<file path="config.mk">
export PLATFORM = sky130hd
export DESIGN_NAME = iop_pin_sharing
export DESIGN_NICKNAME = d
export VERILOG_FILES = /design/src/logic/iop_pkg.sv /design/src/logic/iop_pin_sharing.sv
export VERILOG_INCLUDE_DIRS = /design/src /design/src/logic
export SDC_FILE = /design/constraint.sdc
export NUM_CORES = 1
export LEC_CHECK = 0
export BUFFER_PORTS_ARGS = -buffer_cell sky130_fd_sc_hd__buf_4
export CAP_MARGIN = 20
export CORE_MARGIN = 4
export CORE_UTILIZATION = 57
export DETAILED_ROUTE_END_ITERATION = 12
export PLACE_DENSITY = 0.92
export SLEW_MARGIN = 10
export SYNTH_ARGS = -nofsm -noshare
export SYNTH_HDL_FRONTEND = slang
export SYNTH_SLANG_ARGS = --single-unit
</file>
<file path="constraint.sdc">
create_clock -name sys_clk -period 5.3 [get_ports sys_clk]
set_input_delay 0.53 -clock sys_clk [delete_from_list [all_inputs] [get_ports sys_clk]]
set_output_delay 0.53 -clock sys_clk [all_outputs]
set_load 0.05 [all_outputs]
</file>
<file path="src/logic/iop_map.svh">
// register offsets, reset values and pin positions of the port block
// included by the package and the port module; definitions only
`ifndef IOP_MAP_SVH
`define IOP_MAP_SVH

`define IOP_ADDR_W 8
`define IOP_OFS_DATA 8'h00
`define IOP_OFS_DIR 8'h04
`define IOP_OFS_PULL 8'h08
`define IOP_OFS_LEVEL 8'h0c

`define IOP_RST_DATA 24'h000000
`define IOP_RST_DIR 24'h000000
`define IOP_RST_PULL 24'hffffff
`define IOP_PULL_PRESENT 24'hffffff

`define IOP_RESP_OKAY 2'b00
`define IOP_RESP_SLVERR 2'b10

`define IOP_G0_LSB 0
`define IOP_SER0_LSB 8
`define IOP_SER1_LSB 12
`define IOP_PIN_TMR_A 16
`define IOP_PIN_TMR_B 17
`define IOP_PIN_CLK_OUT 18
`define IOP_PIN_TMR_B_INV 19
`define IOP_PIN_BUS_REQ 20
`define IOP_PIN_BUS_ACK 21
`define IOP_PIN_DISP_CLK 22
`define IOP_PIN_DISP_FRM 23
`define IOP_EXT_CLK_LSB 20

`endif

</file>
<file path="src/logic/iop_pkg.sv">
// types shared by the port block and whoever connects it
// assumes iop_map.svh sits in the include path
`include "iop_map.svh"
package iop_pkg;

    // drive requests from the peripherals that share the pins
    typedef struct packed {
        logic bus_expansion;
        logic bus_drive;
        logic [7:0] bus_dout;
        logic [3:0] serial0_use;
        logic serial0_tx;
        logic serial0_shift_clock;
        logic serial0_clk_drive;
        logic serial0_ready_out;
        logic [3:0] serial1_use;
        logic serial1_tx;
        logic serial1_shift_clock;
        logic serial1_clk_drive;
        logic serial1_ready_out;
        logic timer_pair_a_en;
        logic timer_pair_a_out;
        logic timer_pair_b_en;
        logic timer_pair_b_inv_en;
        logic timer_pair_b_out;
        logic clock_out_en;
        logic clock_out_pin;
        logic bus_release_en;
        logic bus_release_ack;
        logic display_en;
        logic display_line_clock;
        logic display_frame_signal;
    } iop_periph_out_t;

    // pin levels handed to the peripherals
    typedef struct packed {
        logic [7:0] bus_din;
        logic serial0_rx;
        logic serial0_shift_clock;
        logic serial1_rx;
        logic serial1_shift_clock;
        logic bus_release_request;
        logic [3:0] timer_ext_clock_in;
    } iop_periph_in_t;

    typedef struct packed {
        logic [23:0] data;
        logic [23:0] dir;
        logic [23:0] pull;
        logic [23:0] pin_out;
        logic [23:0] pin_oe_n;
        logic [23:0] pullup_on;
        iop_periph_in_t to_periph;
        logic aw_got;
        logic w_got;
        logic [`IOP_ADDR_W-1:0] awaddr;
        logic [31:0] wdata;
        logic [3:0] wstrb;
        logic awready;
        logic wready;
        logic bvalid;
        logic [1:0] bresp;
        logic arready;
        logic rvalid;
        logic [31:0] rdata;
        logic [1:0] rresp;
    } iop_state_t;

endpackage

</file>
<file path="src/logic/iop_pin_sharing.sv">
// 24-pin general-purpose port with alternate-function pin sharing
// assumes one 250 MHz clock, pins synchronous to it, AXI4-Lite master
`timescale 1ns/100ps
`include "iop_map.svh"

module iop_pin_sharing (
    // clock and reset
    input wire logic sys_clk,
    input wire logic reset_n,
    // axi4-lite write
    input wire logic [`IOP_ADDR_W-1:0] s_axi_awaddr,
    input wire logic s_axi_awvalid,
    output logic s_axi_awready,
    input wire logic [31:0] s_axi_wdata,
    input wire logic [3:0] s_axi_wstrb,
    input wire logic s_axi_wvalid,
    output logic s_axi_wready,
    output logic [1:0] s_axi_bresp,
    output logic s_axi_bvalid,
    input wire logic s_axi_bready,
    // axi4-lite read
    input wire logic [`IOP_ADDR_W-1:0] s_axi_araddr,
    input wire logic s_axi_arvalid,
    output logic s_axi_arready,
    output logic [31:0] s_axi_rdata,
    output logic [1:0] s_axi_rresp,
    output logic s_axi_rvalid,
    input wire logic s_axi_rready,
    // peripherals
    input wire iop_pkg::iop_periph_out_t periph_out,
    output iop_pkg::iop_periph_in_t periph_in,
    // pads
    input wire logic [23:0] pin_in,
    output logic [23:0] pin_out,
    output logic [23:0] pin_oe_n,
    output logic [23:0] pullup_on
);
    import iop_pkg::*;

    iop_state_t st_r;
    iop_state_t st_nxt;
    logic [23:0] own_w;
    logic [23:0] drv_w;
    logic [23:0] lvl_w;
    logic [23:0] level_w;
    logic wr_fire_w;

    // serial pin order: rx, tx, shift clock, ready
    function automatic logic [11:0] serial_map(input logic [3:0] use_b,
        input logic tx, input logic clk, input logic clk_drv,
        input logic rdy);
        logic [3:0] d;
        logic [3:0] l;
        d = {use_b[3], use_b[2] & clk_drv, use_b[1], 1'b0};
        l = {rdy, clk, tx, 1'b0};
        return {use_b, d, l};
    endfunction

    function automatic logic [23:0] merge(input logic [23:0] old,
        input logic [31:0] wd, input logic [3:0] sb);
        logic [23:0] r;
        r = old;
        for (int b = 0; b < 3; b++) begin
            if (sb[b]) begin
                r[b*8 +: 8] = wd[b*8 +: 8];
            end
        end
        return r;
    endfunction

    // ownership map: which peripheral takes each pin
    always_comb begin
        own_w = 24'h000000;
        drv_w = 24'h000000;
        lvl_w = 24'h000000;
        if (periph_out.bus_expansion) begin
            own_w[`IOP_G0_LSB +: 8] = 8'hff;
            drv_w[`IOP_G0_LSB +: 8] = {8{periph_out.bus_drive}};
            lvl_w[`IOP_G0_LSB +: 8] = periph_out.bus_dout;
        end
        // unused serial roles stay with the port
        {own_w[`IOP_SER0_LSB +: 4], drv_w[`IOP_SER0_LSB +: 4],
            lvl_w[`IOP_SER0_LSB +: 4]} = serial_map(
            periph_out.serial0_use, periph_out.serial0_tx,
            periph_out.serial0_shift_clock, periph_out.serial0_clk_drive,
            periph_out.serial0_ready_out);
        {own_w[`IOP_SER1_LSB +: 4], drv_w[`IOP_SER1_LSB +: 4],
            lvl_w[`IOP_SER1_LSB +: 4]} = serial_map(
            periph_out.serial1_use, periph_out.serial1_tx,
            periph_out.serial1_shift_clock, periph_out.serial1_clk_drive,
            periph_out.serial1_ready_out);
        if (periph_out.timer_pair_a_en) begin
            own_w[`IOP_PIN_TMR_A] = 1'b1;
            drv_w[`IOP_PIN_TMR_A] = 1'b1;
            lvl_w[`IOP_PIN_TMR_A] = periph_out.timer_pair_a_out;
        end
        if (periph_out.timer_pair_b_en) begin
            own_w[`IOP_PIN_TMR_B] = 1'b1;
            drv_w[`IOP_PIN_TMR_B] = 1'b1;
            lvl_w[`IOP_PIN_TMR_B] = periph_out.timer_pair_b_out;
        end
        if (periph_out.timer_pair_b_inv_en) begin
            own_w[`IOP_PIN_TMR_B_INV] = 1'b1;
            drv_w[`IOP_PIN_TMR_B_INV] = 1'b1;
            lvl_w[`IOP_PIN_TMR_B_INV] = ~periph_out.timer_pair_b_out;
        end
        if (periph_out.clock_out_en) begin
            own_w[`IOP_PIN_CLK_OUT] = 1'b1;
            drv_w[`IOP_PIN_CLK_OUT] = 1'b1;
            lvl_w[`IOP_PIN_CLK_OUT] = periph_out.clock_out_pin;
        end
        if (periph_out.bus_release_en) begin
            own_w[`IOP_PIN_BUS_REQ] = 1'b1;
            own_w[`IOP_PIN_BUS_ACK] = 1'b1;
            drv_w[`IOP_PIN_BUS_ACK] = 1'b1;
            lvl_w[`IOP_PIN_BUS_ACK] = periph_out.bus_release_ack;
        end
        if (periph_out.display_en) begin
            own_w[`IOP_PIN_DISP_CLK] = 1'b1;
            own_w[`IOP_PIN_DISP_FRM] = 1'b1;
            drv_w[`IOP_PIN_DISP_CLK] = 1'b1;
            drv_w[`IOP_PIN_DISP_FRM] = 1'b1;
            lvl_w[`IOP_PIN_DISP_CLK] = periph_out.display_line_clock;
            lvl_w[`IOP_PIN_DISP_FRM] = periph_out.display_frame_signal;
        end
    end

    // port read value: live pin in input mode, data bit when output
    assign level_w = (st_r.dir & st_r.data) | (~st_r.dir & pin_in);

    assign wr_fire_w = st_r.aw_got & st_r.w_got & ~st_r.bvalid;

    always_comb begin
        logic [23:0] oe;
        oe = 24'h000000;
        st_nxt = st_r;

        // write channel: address and data taken in either order
        if (s_axi_awvalid & st_r.awready) begin
            st_nxt.aw_got = 1'b1;
            st_nxt.awaddr = s_axi_awaddr;
        end
        if (s_axi_wvalid & st_r.wready) begin
            st_nxt.w_got = 1'b1;
            st_nxt.wdata = s_axi_wdata;
            st_nxt.wstrb = s_axi_wstrb;
        end
        if (s_axi_bvalid & s_axi_bready) begin
            st_nxt.bvalid = 1'b0;
        end
        if (wr_fire_w) begin
            st_nxt.aw_got = 1'b0;
            st_nxt.w_got = 1'b0;
            st_nxt.bvalid = 1'b1;
            st_nxt.bresp = `IOP_RESP_OKAY;
            // owned pins keep their bits as plain storage
            if (st_r.awaddr == `IOP_OFS_DATA) begin
                st_nxt.data = merge(st_r.data, st_r.wdata,
                    st_r.wstrb);
            end else if (st_r.awaddr == `IOP_OFS_DIR) begin
                st_nxt.dir = merge(st_r.dir, st_r.wdata,
                    st_r.wstrb);
            end else if (st_r.awaddr == `IOP_OFS_PULL) begin
                st_nxt.pull = merge(st_r.pull, st_r.wdata,
                    st_r.wstrb);
            end else if (st_r.awaddr != `IOP_OFS_LEVEL) begin
                st_nxt.bresp = `IOP_RESP_SLVERR;
            end
        end
        // each ready only while its own channel is empty and no response is pending, so ready stays registered
        st_nxt.awready = ~st_nxt.aw_got & ~st_nxt.bvalid;
        st_nxt.wready = ~st_nxt.w_got & ~st_nxt.bvalid;

        // read channel
        if (s_axi_rvalid & s_axi_rready) begin
            st_nxt.rvalid = 1'b0;
        end
        if (s_axi_arvalid & st_r.arready) begin
            st_nxt.rvalid = 1'b1;
            st_nxt.rresp = `IOP_RESP_OKAY;
            st_nxt.rdata = 32'h00000000;
            if (s_axi_araddr == `IOP_OFS_DATA) begin
                st_nxt.rdata[23:0] = st_r.data;
            end else if (s_axi_araddr == `IOP_OFS_DIR) begin
                st_nxt.rdata[23:0] = st_r.dir;
            end else if (s_axi_araddr == `IOP_OFS_PULL) begin
                st_nxt.rdata[23:0] = st_r.pull;
            end else if (s_axi_araddr == `IOP_OFS_LEVEL) begin
                st_nxt.rdata[23:0] = level_w;
            end else begin
                st_nxt.rresp = `IOP_RESP_SLVERR;
            end
        end
        st_nxt.arready = ~st_nxt.rvalid;

        // pin mux, registered so pads see no decode glitches
        oe = (own_w & drv_w) | (~own_w & st_r.dir);
        st_nxt.pin_oe_n = ~oe;
        st_nxt.pin_out = (own_w & lvl_w) | (~own_w & st_r.data);
        // pull-up follows its bit on any undriven pin, owned or not
        st_nxt.pullup_on = st_r.pull & `IOP_PULL_PRESENT
            & ~oe;

        // inputs to peripherals; ext clocks read like port inputs
        st_nxt.to_periph.bus_din = pin_in[`IOP_G0_LSB +: 8];
        st_nxt.to_periph.serial0_rx = pin_in[`IOP_SER0_LSB];
        st_nxt.to_periph.serial0_shift_clock = pin_in[`IOP_SER0_LSB + 2];
        st_nxt.to_periph.serial1_rx = pin_in[`IOP_SER1_LSB];
        st_nxt.to_periph.serial1_shift_clock = pin_in[`IOP_SER1_LSB + 2];
        st_nxt.to_periph.bus_release_request = pin_in[`IOP_PIN_BUS_REQ];
        st_nxt.to_periph.timer_ext_clock_in =
            pin_in[`IOP_EXT_CLK_LSB +: 4];
    end

    always_ff @(posedge sys_clk or negedge reset_n) begin
        if (!reset_n) begin
            st_r <= '0;
            st_r.data <= `IOP_RST_DATA;
            st_r.dir <= `IOP_RST_DIR;
            st_r.pull <= `IOP_RST_PULL;
            st_r.pin_out <= `IOP_RST_DATA;
            st_r.pin_oe_n <= ~`IOP_RST_DIR;
            st_r.pullup_on <= `IOP_RST_PULL & `IOP_PULL_PRESENT;
        end else begin
            st_r <= st_nxt;
        end
    end

    assign s_axi_awready = st_r.awready;
    assign s_axi_wready = st_r.wready;
    assign s_axi_bvalid = st_r.bvalid;
    assign s_axi_bresp = st_r.bresp;
    assign s_axi_arready = st_r.arready;
    assign s_axi_rvalid = st_r.rvalid;
    assign s_axi_rdata = st_r.rdata;
    assign s_axi_rresp = st_r.rresp;
    assign pin_out = st_r.pin_out;
    assign pin_oe_n = st_r.pin_oe_n;
    assign pullup_on = st_r.pullup_on;
    assign periph_in = st_r.to_periph;

    a_gpio_oe_dir: assert property (
        @(posedge sys_clk) disable iff (!reset_n)
        1'b1 |=> ((~$past(own_w) & (pin_oe_n ^ ~$past(st_r.dir)))
        == 24'h000000))
        else $error("port pin enable does not follow direction bit");

    a_gpio_out_data: assert property (
        @(posedge sys_clk) disable iff (!reset_n)
        1'b1 |=> ((~$past(own_w) & (pin_out ^ $past(st_r.data)))
        == 24'h000000))
        else $error("port pin level does not follow data bit");

    a_pull_not_driven: assert property (
        @(posedge sys_clk) disable iff (!reset_n)
        (pullup_on & ~pin_oe_n) == 24'h000000)
        else $error("pull-up on while pin is driven");

    a_pull_from_bit: assert property (
        @(posedge sys_clk) disable iff (!reset_n)
        $past(st_r.pull[`IOP_PIN_BUS_REQ]) && pin_oe_n[`IOP_PIN_BUS_REQ]
        |-> pullup_on[`IOP_PIN_BUS_REQ])
        else $error("request pin pull-up lost");

    a_bus_group_zero: assert property (
        @(posedge sys_clk) disable iff (!reset_n)
        periph_out.bus_expansion ##1 1'b1 |-> pin_oe_n[7:0]
        == ~{8{$past(periph_out.bus_drive)}}
        && (pin_out[7:0] == $past(periph_out.bus_dout)
        || !$past(periph_out.bus_drive)))
        else $error("group zero not following data bus");

    a_timer_b_inv: assert property (
        @(posedge sys_clk) disable iff (!reset_n)
        periph_out.timer_pair_b_inv_en |=> !pin_oe_n[`IOP_PIN_TMR_B_INV]
        && pin_out[`IOP_PIN_TMR_B_INV]
        == !$past(periph_out.timer_pair_b_out))
        else $error("inverted timer output wrong");

    a_timer_a_owns: assert property (
        @(posedge sys_clk) disable iff (!reset_n)
        periph_out.timer_pair_a_en |=> !pin_oe_n[`IOP_PIN_TMR_A]
        && !pullup_on[`IOP_PIN_TMR_A]
        && pin_out[`IOP_PIN_TMR_A] == $past(periph_out.timer_pair_a_out))
        else $error("timer output pin not owned by timer");

    a_clock_out_pin: assert property (
        @(posedge sys_clk) disable iff (!reset_n)
        periph_out.clock_out_en |=> !pin_oe_n[`IOP_PIN_CLK_OUT]
        && !pullup_on[`IOP_PIN_CLK_OUT]
        && pin_out[`IOP_PIN_CLK_OUT] == $past(periph_out.clock_out_pin))
        else $error("clock output pin not owned by clock output");

    a_display_pins: assert property (
        @(posedge sys_clk) disable iff (!reset_n)
        periph_out.display_en |=> !pin_oe_n[`IOP_PIN_DISP_CLK]
        && !pin_oe_n[`IOP_PIN_DISP_FRM]
        && pin_out[`IOP_PIN_DISP_CLK]
        == $past(periph_out.display_line_clock)
        && pin_out[`IOP_PIN_DISP_FRM]
        == $past(periph_out.display_frame_signal))
        else $error("display pins not owned by display outputs");

    a_release_ack: assert property (
        @(posedge sys_clk) disable iff (!reset_n)
        periph_out.bus_release_en |=> !pin_oe_n[`IOP_PIN_BUS_ACK]
        && pin_oe_n[`IOP_PIN_BUS_REQ]
        && pin_out[`IOP_PIN_BUS_ACK] == $past(periph_out.bus_release_ack))
        else $error("bus release pins not owned by bus release");

    a_serial_tx: assert property (
        @(posedge sys_clk) disable iff (!reset_n)
        periph_out.serial0_use[1] |=> !pin_oe_n[`IOP_SER0_LSB + 1]
        && pin_out[`IOP_SER0_LSB + 1] == $past(periph_out.serial0_tx))
        else $error("serial transmit pin not owned by serial output");

    // reset_n as antecedent skips the edge on which reset lets go
    a_ext_clock_in: assert property (
        @(posedge sys_clk) disable iff (!reset_n)
        reset_n |=> periph_in.timer_ext_clock_in
        == $past(pin_in[`IOP_EXT_CLK_LSB +: 4]))
        else $error("external timer clocks not passed to timers");

    a_read_level: assert property (
        @(posedge sys_clk) disable iff (!reset_n)
        s_axi_arvalid && s_axi_arready && s_axi_araddr == `IOP_OFS_LEVEL
        |=> s_axi_rvalid && s_axi_rdata[23:0] == $past(level_w))
        else $error("level read returned wrong value");

    a_write_data: assert property (
        @(posedge sys_clk) disable iff (!reset_n)
        wr_fire_w && st_r.awaddr == `IOP_OFS_DATA && st_r.wstrb[2:0] == 3'h7
        |=> st_r.data == $past(st_r.wdata[23:0]) && s_axi_bvalid)
        else $error("data write not stored");

endmodule

</file>
==> metrics.yaml <==
synth_most_common_cell: "dfrtp_1"
dp_slack_ns: 2.647
antenna_cells: 0
hold_viol_final: 0
grt_max_degree: 121
synth_top_area_share: 0.3930
relSlewSlack: 0.2650
synth_edf_count: 0
overflow: 0
drv_cap: 0
cts_made_buffers: 24
dp_hpwl_mm: 15.61
cp-end-kind: "flip-flop"
cp.arrival_ns: 3.04
dr.pass1.iters: 5
synthesis.area_um2: 9933
worst_r2r_startpoint: "st_r[78]"
ant_nets: 0
finalSetupTns_ns: 0
rsz0062_at_grt: "no"
ctsHtreeMaxLevel: 1
antenna_found_initial: 0
gp_congestion: 0.8023
async_reset_ff_frac: 1.000
num_vias: 6162
crit_start: "st_r[78]"
post_drt_wl_per_cell_um: 21.19
seq_area_frac_synth: 0.5834
intPower_mw: 3.593
max_freq_mhz: 376.5
slew_viol_final: 0
p_sw_frac: 0.3005
viasPerCell: 5.526
ys.flop_type: "dfrtp_1"
slowest_delay_ns: 0.91
critPathRequiredTime_ns: 5.68
syn_inst: 753
worst-path-max-fanout: 10
initial_core_util: 0.5783
clockBufferDepth: 3
leakagePower_nw: 5.527
period_share: 0.5011
power.density_nw_per_um2: 433.0
synth_warnings: 0
critPathKind: "flip-flop to flip-flop"
hp-class: "input pin to asynchronous set/reset pin"
root_buffer: "clkbuf_16"
fin_crit_ns: 2.656
die_x_um: 140.0
layout_setup_ws_ns: 2.644
ys_top_cells_by_area: "dfrtp_1, dfstp_2, mux2_2"
ys_ff_latch: 228
fin_util: 0.6908
power_mw: 5.137
insertion_delay_ns: 0.50
seq_power_share: 0.449
wirelength_mm: 23.62
global_route.usage.total: 0.2353
yosysUniqueCellTypes: 32
grt_pass1_vias: 6693
fin_worst_skew_ns: 0.005995
cts_tree: "yes"
p_sw_mw: 1.544
drc_errors: 0
syn_avg_cell_area_um2: 13.19
hold_buffers: 0
worst_setup_path_start_kind: "flip-flop"
grt_first_pass_wirelength_mm: 36.68
drtIter0Drc: 272
boundaryPins: 251
clk_pin_slew_ns: 0.06
synth_top_area_cell: "dfrtp_1"
comb_power_share: 0.213
area_growth_pct: 19.45
postCtsSetupRepairBufs: 0
pwr-share-clk: 0.337
cpMaxStageDelayCell: "or4_1"
num_rows: 48
core_um2: 17180
die_height_um: 140.0
crit_chain: "or4_1, nor4_4, mux2_2"
layout-drive-gt1-share: 0.5449
synthTopCellsByCount: "dfrtp_1, buf_4, mux2_2"
numClockSinks: 228
n_fill_cell: 1188
io_buffers: 231
fin_nets: 993
dieArea_um2: 19600
final_cell_area_um2: 11870
dpl_cell_area_um2: 10980
status: "complete, no violations"
final-setup-viol-count: 0
ir_worst_vdd_v: 0.0003711
cts-resized-gates: 0
worstMarginPinSlew_ns: 1.101
## per-stage QoR
| step | hold WS (ns) | std cells |
|---|---|---|
| final | 0.08564 | 1115 |
| after global routing | 0.1191 | 1115 |
| after CTS | 0.1201 | 1113 |
| after detailed placement | 0.4393 | 1069 |
| after global placement | 0.4372 | 1069 |
| after floorplan | 0.2344 | 762 |
## sequential cells by signal, summed over array words and instances, names as in the netlist
| register | flops |
|---|---|
| periph_in | 16 |
| pin_oe_n | 24 |
| pin_out | 24 |
| pullup_on | 24 |
| s_axi_arready | 1 |
| s_axi_awready | 1 |
| s_axi_bresp | 1 |
| s_axi_bvalid | 1 |
| s_axi_rdata | 24 |
| s_axi_rresp | 1 |
| s_axi_rvalid | 1 |
| s_axi_wready | 1 |
| st_r | 109 |
## logic make-up after synthesis
family / synth area share
other: 0.0003775
muxes: 0.1460
buffers and inverters: 0.1076
and+or+nand+nor: 0.09989
AOI/OAI and AO/OA: 0.06273
DFF: 0.5834
## critical path, delay by kind of cell (launching register included)
family           cells  cell delay [ns]
multiplexers         1             0.41
flip-flops           1             0.37
AND/OR/NAND/NOR      2             1.74
## power by group through the flow
stage	logic [mW]	clock network, mW	registers, mW
2_1_floorplan	0.862	0	2.27
3_3_place_gp	1.06	0	2.30
3_5_place_dp	1.09	0	2.32
4_1_cts	1.10	1.76	2.30
5_1_grt	1.17	1.84	2.34
6_report	1.10	1.73	2.31
## final timing paths
check,to,slack (ns),depth (start not counted)
setup / recovery,st_r[213],2.64,3
max in group asynchronous,st_r[197],4.16,2
hold / removal,s_axi_rdata[10],0.09,1
hold reg to reg,pin_oe_n[23],0.46,1
setup reg to reg,st_r[213],2.64,3
min in group sys_clk,periph_in[13],0.14,1
## layer usage
layer / vias to the layer above / GRT usage / wire, µm
met1: 3109 / 0.2810 / 8888
li1: 2733 / - / -
met2: 263 / 0.4312 / 12440
met4: 0 / 0.07904 / 741
met3: 57 / 0.04029 / 1547
met5: - / 0 / 0
## cell type report
| class | instances | area, µm² | share of cell area |
|---|---|---|---|
| repair buffers | 236 | 1832 | 0.1544 |
| inverters | 5 | 18.77 | 0.001582 |
| well taps | 225 | 281.5 | 0.02373 |
| clock inverters | 9 | 120.1 | 0.01012 |
| clock buffers | 35 | 713.2 | 0.06011 |
| multi-input cells | 377 | 3104 | 0.2616 |
| flip-flops and latches | 228 | 5796 | 0.4885 |
## layout by cell type, fill, tap and decap left out, drive strengths merged, types with 15 or more instances in the layout
| cell type | n |
|---|---|
| o22ai | 24 |
| dfrtp | 156 |
| and2 | 52 |
| nor2 | 15 |
| dfstp | 72 |
| o31ai | 24 |
| buf | 236 |
| nand2b | 28 |
| clkbuf | 35 |
| mux2 | 127 |
| o32ai | 24 |
| nand2 | 27 |
Power figures use the tool's default switching activity.
